`config.mk`:
```
export PLATFORM = sky130hd
export DESIGN_NAME = clear_decrement_exec_unit
export DESIGN_NICKNAME = d
export VERILOG_FILES = /design/src/hdl/clr_dec_pkg.sv /design/src/hdl/clear_decrement_exec_unit.sv
export SDC_FILE = /design/constraint.sdc
export NUM_CORES = 1
export LEC_CHECK = 0
export BUFFER_PORTS_ARGS = -buffer_cell sky130_fd_sc_hd__buf_2
export CELL_PAD_IN_SITES_DETAIL_PLACEMENT = 1
export CELL_PAD_IN_SITES_GLOBAL_PLACEMENT = 2
export CORE_UTILIZATION = 29
export DETAILED_ROUTE_END_ITERATION = 16
export GPL_TIMING_DRIVEN = 0
export HOLD_SLACK_MARGIN = 0.03
export PLACE_DENSITY = 0.8
export SLEW_MARGIN = 30
export SYNTH_ARGS = -nofsm -noshare
export SYNTH_HDL_FRONTEND = slang
export SYNTH_SLANG_ARGS = --single-unit
```
`constraint.sdc`:
```
create_clock -name clk -period 3.2 [get_ports clk]
set_input_delay 0.48 -clock clk [delete_from_list [all_inputs] [get_ports clk]]
set_output_delay 0.48 -clock clk [all_outputs]
set_load 0.02 [all_outputs]
```
`src/hdl/clr_dec_pkg.sv`:
```
/*
 * shared constants and carrier types for the clear / decrement execution unit.
 * assumes a single 50 MHz clock and a register file that reads combinationally and writes on the edge.
 */
package clr_dec_pkg;
   // -------------------------------------------------------------
   // opcodes
   // -------------------------------------------------------------
   localparam logic [7:0] OPC_ZERO_FILL_R    = 8'hB0;  // zero fill, register
   localparam logic [7:0] OPC_ZERO_FILL_PTR  = 8'hB1;  // zero fill, pointer register
   localparam logic [7:0] OPC_MINUS_ONE_R    = 8'h00;  // minus one, register
   localparam logic [7:0] OPC_MINUS_ONE_PTR  = 8'h01;  // minus one, pointer register
   // -------------------------------------------------------------
   // instruction shape and values
   // -------------------------------------------------------------
   localparam int         INSTR_BYTES        = 2;      // opcode plus destination
   localparam int         INSTR_CYCLES       = 4;      // cycles per instruction
   localparam logic [3:0] WORK_PREFIX        = 4'hC;   // 4-bit upper-nibble code marking a working reg
   localparam logic [7:0] BYTE_ZERO          = 8'h00;
   localparam logic [7:0] BYTE_ONE           = 8'h01;
   localparam int         MSB                = 7;      // bit 7 is the sign, bit 0 the lsb
   // flag positions in the flag byte
   localparam int         FLAG_C             = 7;
   localparam int         FLAG_Z             = 6;
   localparam int         FLAG_S             = 5;
   localparam int         FLAG_V             = 4;
   localparam int         FLAG_D             = 3;
   localparam int         FLAG_H             = 2;

   // seven explicit operand addressing modes
   typedef enum logic [2:0] {
      MODE_REGISTER,
      MODE_POINTER_REGISTER,
      MODE_INDEXED,
      MODE_ABSOLUTE_ADDRESS,
      MODE_PC_OFFSET,
      MODE_LITERAL_OPERAND,
      MODE_POINTER_ADDRESS
   } addr_mode_t;

   // register-file write request
   typedef struct packed {
      logic       we;
      logic [7:0] addr;
      logic [7:0] data;
   } rf_write_t;

   // register pair view: two adjacent registers, even one is the high byte
   typedef struct packed {
      logic [7:0] hi;
      logic [7:0] lo;
   } reg_pair_t;
endpackage

```
`src/hdl/clear_decrement_exec_unit.sv`:
```
/*
 * decode and execute for the zero fill and minus one instructions.
 * assumes program bytes arrive with a valid strobe, and that the register
 * file answers a read address with data in the same cycle (combinational).
 */
// How it works
// RL1: byte bits numbered 7 to 0, lsb 0
// RL2: operand by 8-bit address or working nibble
// RL3: adjacent registers pair into 16-bit values
// RL4: peripherals live in register address space
// RL5: decoder knows seven explicit addressing modes; only register and pointer register are decoded
// RL6: zero fill writes zero, flags unchanged
// RL7: opcode B0 register form, 2 bytes, 4 cycles
// RL8: opcode B1 zeroes pointed register, pointer kept
// RL9: minus one writes destination minus one
// RL10: minus one sets Z S V, keeps C D H
// RL11: opcodes 00 and 01, 2 bytes, 4 cycles
// RL12: wraps modulo 256, V on 80 to 7F
// RL13: untouched flags kept, write within cycle count
`timescale 1ns/1ps
module clear_decrement_exec_unit #(
   parameter int DATA_W = 8   // register width
) (
   input  wire logic                        clk,
   input  wire logic                        reset,
   input  wire logic                        prog_valid,    // program byte present
   input  wire logic [7:0]                  prog_byte,     // program memory byte
   output logic                             prog_ready,    // byte consumed this cycle
   input  wire logic [3:0]                  work_base,     // working register block base
   output logic [7:0]                       rf_rd_addr,    // register file read address
   input  wire logic [7:0]                  rf_rd_data,    // register file read data
   output clr_dec_pkg::rf_write_t           rf_wr,         // register file write
   input  wire logic [7:0]                  flags_in,      // current flag byte
   output logic [7:0]                       flags_out,     // flag byte to store
   output logic                             flags_we,      // store flags_out
   output clr_dec_pkg::addr_mode_t          dst_mode,      // mode of the running op
   output logic                             busy,          // instruction in flight
   output logic                             illegal        // unknown opcode seen
);
   // elaboration checks: the datapath is byte wide and the cycle count is 3 bits
   if (DATA_W != 8) begin : g_width_check
      $error("only 8-bit data is served");
   end
   if (clr_dec_pkg::INSTR_CYCLES > 7) begin : g_cycle_check
      $error("cycle count does not fit the 3-bit counter");
   end

   // -------------------------------------------------------------
   // helpers
   // -------------------------------------------------------------
   // resolve an operand byte into a full register address [RL2]
   function automatic logic [7:0] resolve(input logic [7:0] b, input logic [3:0] base);
      if (b[7:4] == clr_dec_pkg::WORK_PREFIX) begin
         // 4-bit working register number; the block base is 16-aligned, so
         // even/odd neighbours stay adjacent and pair into 16-bit values [RL3]
         resolve = {base, b[3:0]};
      end else begin
         resolve = b;                // full 0-255 address, peripherals included [RL4]
      end
   endfunction

   // -------------------------------------------------------------
   // sequencer
   // -------------------------------------------------------------
   typedef enum logic [1:0] {S_OPC, S_DST, S_PTR, S_WB} state_t;
   state_t              st_reg, st_next;
   logic                is_dec_reg, is_dec_next;       // minus one, else zero fill
   logic [7:0]          addr_reg, addr_next;            // effective address
   logic [2:0]          cyc_reg, cyc_next;              // cycles used so far
   clr_dec_pkg::addr_mode_t mode_reg, mode_next;
   logic                ill_reg, ill_next;
   clr_dec_pkg::rf_write_t  wr_reg, wr_next;
   logic [7:0]          fl_reg, fl_next;
   logic                fwe_reg, fwe_next;
   logic [7:0]          dec_val;                         // operand minus one
   logic [7:0]          op_val;

   // next state and outputs of the sequencer
   always_comb begin
      st_next     = st_reg;
      is_dec_next = is_dec_reg;
      addr_next   = addr_reg;
      mode_next   = mode_reg;
      ill_next    = 1'b0;
      wr_next     = '0;
      fl_next     = fl_reg;
      fwe_next    = 1'b0;
      cyc_next    = (st_reg == S_OPC) ? 3'h0 : cyc_reg + 3'h1;
      prog_ready  = 1'b0;
      rf_rd_addr  = addr_reg;
      op_val      = rf_rd_data;
      dec_val     = op_val - clr_dec_pkg::BYTE_ONE;   // wraps 00 to FF [RL12] [RL9]
      case (st_reg)
         S_OPC: begin
            prog_ready = 1'b1;
            if (prog_valid) begin
               cyc_next = 3'h1;
               // decode [RL5] [RL7] [RL11]
               if (prog_byte == clr_dec_pkg::OPC_ZERO_FILL_R) begin
                  is_dec_next = 1'b0;
                  mode_next   = clr_dec_pkg::MODE_REGISTER;
                  st_next     = S_DST;
               end else if (prog_byte == clr_dec_pkg::OPC_ZERO_FILL_PTR) begin
                  is_dec_next = 1'b0;
                  mode_next   = clr_dec_pkg::MODE_POINTER_REGISTER;
                  st_next     = S_DST;
               end else if (prog_byte == clr_dec_pkg::OPC_MINUS_ONE_R) begin
                  is_dec_next = 1'b1;
                  mode_next   = clr_dec_pkg::MODE_REGISTER;
                  st_next     = S_DST;
               end else if (prog_byte == clr_dec_pkg::OPC_MINUS_ONE_PTR) begin
                  is_dec_next = 1'b1;
                  mode_next   = clr_dec_pkg::MODE_POINTER_REGISTER;
                  st_next     = S_DST;
               end else begin
                  ill_next = 1'b1;   // not this unit's opcode, byte dropped
                  cyc_next = 3'h0;
               end
            end
         end
         S_DST: begin
            // second byte of two [RL7] [RL11]
            prog_ready = 1'b1;
            if (prog_valid) begin
               addr_next = resolve(prog_byte, work_base);
               st_next   = S_PTR;
            end else begin
               cyc_next = cyc_reg;   // stall: wait for the byte
            end
         end
         S_PTR: begin
            // pointer mode reads the pointer and targets the register it names, the pointer is kept [RL8]
            if (mode_reg == clr_dec_pkg::MODE_POINTER_REGISTER) begin
               addr_next = rf_rd_data;
            end
            st_next = S_WB;
         end
         default: begin
            // write back on the fourth cycle [RL13]
            st_next       = S_OPC;
            wr_next.we    = 1'b1;
            wr_next.addr  = addr_reg;
            if (is_dec_reg) begin
               wr_next.data = dec_val;
               fwe_next     = 1'b1;
               fl_next      = flags_in;   // C D H kept as found [RL10] [RL13]
               fl_next[clr_dec_pkg::FLAG_Z] = (dec_val == clr_dec_pkg::BYTE_ZERO);
               fl_next[clr_dec_pkg::FLAG_S] = dec_val[clr_dec_pkg::MSB];   // [RL1]
               // only 80 minus one overflows into 7F [RL12]
               fl_next[clr_dec_pkg::FLAG_V] = op_val[clr_dec_pkg::MSB] &
                                              ~dec_val[clr_dec_pkg::MSB];
            end else begin
               wr_next.data = clr_dec_pkg::BYTE_ZERO;   // flags not written [RL6]
            end
         end
      endcase
   end

   // register the sequencer
   always_ff @(posedge clk) begin
      if (reset) begin
         st_reg     <= S_OPC;
         is_dec_reg <= 1'b0;
         addr_reg   <= 8'h00;
         mode_reg   <= clr_dec_pkg::MODE_REGISTER;
         ill_reg    <= 1'b0;
         wr_reg     <= '0;
         fl_reg     <= 8'h00;
         fwe_reg    <= 1'b0;
         cyc_reg    <= 3'h0;
      end else begin
         st_reg     <= st_next;
         is_dec_reg <= is_dec_next;
         addr_reg   <= addr_next;
         mode_reg   <= mode_next;
         ill_reg    <= ill_next;
         wr_reg     <= wr_next;
         fl_reg     <= fl_next;
         fwe_reg    <= fwe_next;
         cyc_reg    <= cyc_next;
      end
   end

   assign rf_wr     = wr_reg;
   assign flags_out = fl_reg;
   assign flags_we  = fwe_reg;
   assign dst_mode  = mode_reg;
   assign illegal   = ill_reg;
   assign busy      = (st_reg != S_OPC);

   // -------------------------------------------------------------
   // assertions
   // -------------------------------------------------------------
   // destination accept to the edge that samples the write strobe, no stall
   localparam int WB_LAT = clr_dec_pkg::INSTR_CYCLES - 1;
endmodule

```
* After elaboration in Yosys (flattened, before gate mapping)
Index checks and enable logic that the tools add are counted.
** Cells by class
- Equality and inequality tests :: 11
- Mux-type cells :: 24
- Reduce and logical (&&, ||, !) cells :: 15
- Bitwise logic cells :: 6
- Add/sub/neg operators :: 1
** Operators by type and width (number)
- $mux 8 :: 4
- $mux 17 :: 1
- $eq 8x8->1 const B :: 2
- $logic_not 8->1 :: 2
- $pmux 8 s2 :: 1
- $mux 2 :: 6
- $mux 3 :: 4
- $reduce_and 3->1 :: 3
- $eq 8x1->1 const B :: 1
- $sub 8x1->8 const B :: 1
- $mux 1 :: 7
- $ne 2x2->1 const B :: 3
- $pmux 2 s3 :: 1
- $reduce_or 6->1 :: 1
- $ne 5x1->1 const B :: 1
- $not 1->1 :: 5
- $reduce_or 5->1 :: 1
- $eq 4x4->1 const B :: 1
- $reduce_bool 2->1 :: 2
- $reduce_bool 4->1 :: 1
- $reduce_or 4->1 :: 1
- $eq 3x1->1 const B :: 1
- $reduce_or 3->1 :: 1
- $eq 2x1->1 const B :: 1
- 5 further kinds :: 5
** Storage, ports and cells
- Register bits :: 41
- Output and inout bits :: 40
- Word-level logic and storage cells :: 67

* Longest topological paths before layout
- Depth after elaboration :: 7
- Depth in mapped cells :: 7
- Mapped depth without buffers :: 6

* Least setup slack after synthesis
Ideal clock, no wire load.
- Kind :: input to register
- Start point :: input rf_rd_data[4]
- End point :: register fl_reg[6], in the netlist flags_out[6]
- Stages on the path :: 6
- Setup slack :: 1.183 ns
- Data arrival time :: 1.943 ns
- Path through :: or4_1 nor4_1 ha_1 nor4_1 nand3_1 o21ai_0
** On the way
- Word-level cells in the longest chain between the ends :: 2
** Ends and longest elaborated chain
- start, declared :: RTL line clear_decrement_exec_unit.sv:31 : input wire logic [7:0] rf_rd_data,
- $sub 8x1->8 :: RTL line clear_decrement_exec_unit.sv:92 : dec_val = op_val - clr_dec_pkg::BYTE_ONE;
- net dec_val[7] :: RTL line clear_decrement_exec_unit.sv:75 : logic [7:0] dec_val;
- $logic_not 8->1 :: RTL line clear_decrement_exec_unit.sv:147 : fl_next[clr_dec_pkg::FLAG_Z] = (dec_val == clr_dec_pkg::BYTE_ZERO);
- end signal, assigned :: RTL line clear_decrement_exec_unit.sv:178 : fl_reg <= fl_next;
- end, declared :: RTL line clear_decrement_exec_unit.sv:73 : logic [7:0] fl_reg, fl_next;
The timed path passes the listed nets, and every way through them passes these cells.
A chain may end at the register's enable or synchronous reset.

* Worst setup path after layout
- Start point :: register st_reg[0]
- End point :: output prog_ready
** On the way
- Word-level cells in the longest chain between the ends :: 3
- Elaborated cells between the ends (all ways) :: 4
- Those cells by class :: 1 x eq/ne; 1 x mux; 2 x reduce/logical
** Ends and longest elaborated chain
- start, declared :: RTL line clear_decrement_exec_unit.sv:66 : state_t st_reg, st_next;
- start signal, assigned :: RTL line clear_decrement_exec_unit.sv:172 : st_reg <= st_next;
- $eq 2x1->1 or $logic_not 2->1 (tied branches) :: RTL line clear_decrement_exec_unit.sv:93 : case (st_reg)
- $reduce_or 2->1 (no source line) *
- $mux 1 * :: RTL line clear_decrement_exec_unit.sv:93
- end, declared :: RTL line clear_decrement_exec_unit.sv:28 : output logic prog_ready,
Mark *: on every way between the ends. The rest lies on a longest branch, timed or not.

==> qor.tcl <==
set qor(core-area_sq_mm) 0.00557
set qor(grt_pass1_vias) 1539
set qor(power.ir.vdd_worst_mv) 0.151
set qor(drc) 0
set qor(number_of_cells_upsized_or_downsized_after_cts) 0
set qor(ys_warn_count) 0
set qor(final_hold_viol_count) 0
set qor(timing.max_cap.violations) 0
set qor(ys_types) 40
set qor(clock-root-buffer) {sky130_fd_sc_hd__clkbuf_8}
set qor(area_delta_synth_final_pct) 31.2
set qor(crit_arrival_ns) 1.49
set qor(cp_slowest_cell) {sky130_fd_sc_hd__dfxtp_1}
set qor(die-area_sq_mm) 0.00616
set qor(min_path_type) {in -> reg}
set qor(worst-r2r-setup-slack_ns) 1.34
set qor(power_density_mw_per_mm2) 421
set qor(drive_gt1_share_pct) 32.6
set qor(hpwlAfterDp_um) 3640
set qor(netlist_instances) 184
set qor(grt_max_degree) 13
set qor(largest_register_ff_count) 17
set qor(detail_route.first_pass.iterations) 4
set qor(final.hold.worst_slack_ns) 0.451
set qor(timing.fmax_mhz) 508
set qor(setup_viol_count_final) 0
set qor(overall_die_height_um) 78.5
set qor(layout_cells_excl_fill) 330
set qor(htree_num_levels) 2
set qor(ios) 71
set qor(antennaDiodeCount) 0
set qor(max-slew-margin-rel_pct) 47.2
set qor(crit-reg2reg-capture) {rf_wr[13]$_SDFF_PP0_}
set qor(most_common_cell_after_layout_fill_and_taps_aside) {sky130_fd_sc_hd__buf_2}
set qor(number_of_drc_violations_after_detailed_routing_iteration_0) 36
set qor(yosysSeqAreaShare_pct) 46.1
set qor(worst_clock_skew_ns) 0.00305
set qor(avgRoutedWirePerCell_um) 14.5
set qor(rows) 27
set qor(criticalPathCategory) {reg -> out}
set qor(yosys_register_bits) 39
set qor(cts_tree) {done}
set qor(gpl.final_weighted_congestion) 0.805
set qor(clock_tree.buffer_depth) 2
set qor(tritoncts.num_buffers) 5
set qor(holdCritStartpoint) {flags_in[7]}
set qor(worst-r2r-cell-count) 5
set qor(synthesis.area_per_instance_sq_um) 9.21
set qor(detailed_place.area_sq_mm) 0.00212
set qor(crit_path_max_incr_delay_ns) 0.39
set qor(reg2reg_from) {st_reg[0]$_SDFFE_PP0P_}
set qor(grt_usage_pct) 16.6
set qor(finalSetupTns_ns) 0
set qor(final_area_sq_mm) 0.00222
set qor(whs_path_depth) 3
set qor(detailroute.via_count) 1552
set qor(end_of_the_worst_hold_path) {flags_out[7]$_SDFFE_PP0P_}
set qor(final_cell_mix) {68 x sky130_fd_sc_hd__buf_2, 39 x sky130_fd_sc_hd__dfxtp_1, 19 x sky130_fd_sc_hd__nor2_1}
set qor(cell_area_after_synthesis_sq_mm) 0.00170
set qor(timing.final.max_slew_violations) 0
set qor(cp_cell_sequence) {inv_1, ha_1, buf_2, nor2_1, inv_1, buf_2}
set qor(die_width_um) 78.5
set qor(final.period_utilization_pct) 61.5
set qor(grt_remaining_overflow) 0
set qor(power.static_leakage_nw) 0.993
set qor(cts.sink_count) 39
set qor(num-nets-final) 295
set qor(numPortBuffers) 65
set qor(route.detailed.vias_per_inst) 4.70
set qor(clk_pin_slew_ns) 0.08
set qor(crit_path_max_fo) 9
set qor(grt_first_pass_wirelength_um) 7770
set qor(post-cts-setup-buffers) 0
set qor(outcome) {complete, no violations}
set qor(clock_insertion_delay_worst_skew_ns) 0.29
set qor(grt_antenna_before_repair) 0
set qor(initial_core_util_pct) 30.4
set qor(route.antenna.remaining_nets) 0
set qor(cts_hold_buffers) 0
set qor(rsz0062_at_grt) {false}
set qor(worst-slew-pin-transition_ns) 0.785
set qor(route.final.wire_length_um) 4800
set qor(placed_cells_incl_taps) 322
set qor(end_kind) {primary output}
set qor(post-route-min-period_ns) 1.97
set qor(critPathLaunchType) {flip-flop}
set qor(worst_ep_required_time_ns) 2.72
==> critical path, delay by kind of cell, from the launching register on <==
kind	cells	cell delay [ns]
simple gates	1	0.15
fa+ha+maj	1	0.19
buf+inv	4	0.47
flops	1	0.39
==> Yosys cell counts <==
cell type / number / area [sq um]
sky130_fd_sc_hd__a221oi_1: 1 / 8.76
sky130_fd_sc_hd__a21oi_2: 1 / 8.76
sky130_fd_sc_hd__buf_2: 3 / 15.0
sky130_fd_sc_hd__o311ai_0: 2 / 17.5
sky130_fd_sc_hd__buf_4: 3 / 22.5
sky130_fd_sc_hd__nor4b_1: 2 / 17.5
sky130_fd_sc_hd__nor3_1: 4 / 20.0
sky130_fd_sc_hd__and4b_1: 2 / 20.0
sky130_fd_sc_hd__or4_1: 1 / 7.51
sky130_fd_sc_hd__dfxtp_1: 39 / 781
sky130_fd_sc_hd__o21a_1: 1 / 7.51
sky130_fd_sc_hd__nor2_1: 19 / 71.3
sky130_fd_sc_hd__nand3_1: 10 / 50.1
sky130_fd_sc_hd__and2_1: 9 / 56.3
sky130_fd_sc_hd__a211oi_1: 6 / 45.0
sky130_fd_sc_hd__nor4_4: 1 / 21.3
sky130_fd_sc_hd__and3_1: 2 / 12.5
sky130_fd_sc_hd__a31oi_1: 1 / 6.26
sky130_fd_sc_hd__nor2b_1: 3 / 18.8
sky130_fd_sc_hd__a32oi_1: 1 / 8.76
sky130_fd_sc_hd__nand2b_1: 4 / 25.0
sky130_fd_sc_hd__or3_1: 1 / 6.26
sky130_fd_sc_hd__nand2_1: 10 / 37.5
sky130_fd_sc_hd__conb_1: 1 / 3.75
sky130_fd_sc_hd__xor2_1: 1 / 8.76
sky130_fd_sc_hd__o2111ai_1: 1 / 8.76
sky130_fd_sc_hd__nor3b_1: 2 / 15.0
sky130_fd_sc_hd__nand4b_1: 1 / 8.76
sky130_fd_sc_hd__nor4_1: 3 / 18.8
sky130_fd_sc_hd__and3_2: 1 / 7.51
sky130_fd_sc_hd__mux2i_1: 6 / 60.1
sky130_fd_sc_hd__a2111oi_2: 1 / 15.0
sky130_fd_sc_hd__xnor2_1: 4 / 35.0
sky130_fd_sc_hd__o21ai_0: 3 / 15.0
sky130_fd_sc_hd__inv_1: 9 / 33.8
sky130_fd_sc_hd__or4b_1: 1 / 10.0
sky130_fd_sc_hd__a21oi_1: 12 / 60.1
sky130_fd_sc_hd__nand3b_1: 1 / 7.51
sky130_fd_sc_hd__ha_1: 7 / 87.6
sky130_fd_sc_hd__clkbuf_1: 4 / 15.0
==> logic make-up (layout without fill, tap and decap cells) <==
kind of cell	Yosys count	after routing	share of synthesized area [%]
buffers and inverters	19	92	5.09
and+or+nand+nor	77	77	25.5
adders and majority gates	7	7	5.17
muxes	6	6	3.54
other	1	2	0.221
AOI/OAI and AO/OA	30	30	11.9
xor gates and xnor gates	5	5	2.58
DFF	39	39	46.1
==> worst max-delay path by stage <==
stage                                 startpoint                         to  slack [ns]  cells after the start
after detailed placement           rf_rd_data[4]  flags_out[6]$_SDFFE_PP0P_        0.91                      7
after floorplan                    rf_rd_data[4]  flags_out[6]$_SDFFE_PP0P_        1.18                      6
after global routing               rf_rd_data[4]  flags_out[6]$_SDFFE_PP0P_        1.04                      7
after CTS                          rf_rd_data[4]  flags_out[6]$_SDFFE_PP0P_        1.21                      7
final                     st_reg[0]$_SDFFE_PP0P_                 prog_ready        1.23                      6
after global placement             rf_rd_data[4]  flags_out[6]$_SDFFE_PP0P_        0.88                      7
==> layer usage <==
| layer | routed length (um) | vias up | GRT usage [%] |
|---|---|---|---|
| met5 | 0 | - | 0 |
| met2 | 2160 | 53 | 27.5 |
| met1 | 2340 | 713 | 21.8 |
| li1 | - | 783 | - |
| met3 | 276 | 3 | 4.42 |
| met4 | 21 | 0 | 2.78 |
==> report_power, final <==
part	switching, mW	internal, mW	leakage (nW)
clock network	0.176	0.196	0.0505
registers	0.000943	0.487	0.314
logic	0.0461	0.0298	0.628
==> per-stage QoR <==
stage / setup WS, ns / utilization (%) / total power [mW]
final: 1.23 / 39.9 / 0.936
after global routing: 1.04 / 39.9 / 0.977
after CTS: 1.21 / 39.9 / 0.950
after detailed placement: 0.911 / 38.0 / 0.574
after global placement: 0.879 / 37.9 / 0.574
after floorplan: 1.18 / - / 0.533
==> area by class of cell <==
| class | instances | area (sq um) |
|---|---|---|
| plain buffers | 10 | 52.6 |
| clock buffers | 7 | 96.3 |
| clock inverters | 1 | 7.51 |
| fillers | 686 | 3350 |
| inverters | 9 | 33.8 |
| multi-input cells | 127 | 838 |
| flip-flops and latches | 39 | 781 |
| well taps | 72 | 90.1 |
| repair buffers | 65 | 325 |
(Power assumes the default switching activity.)
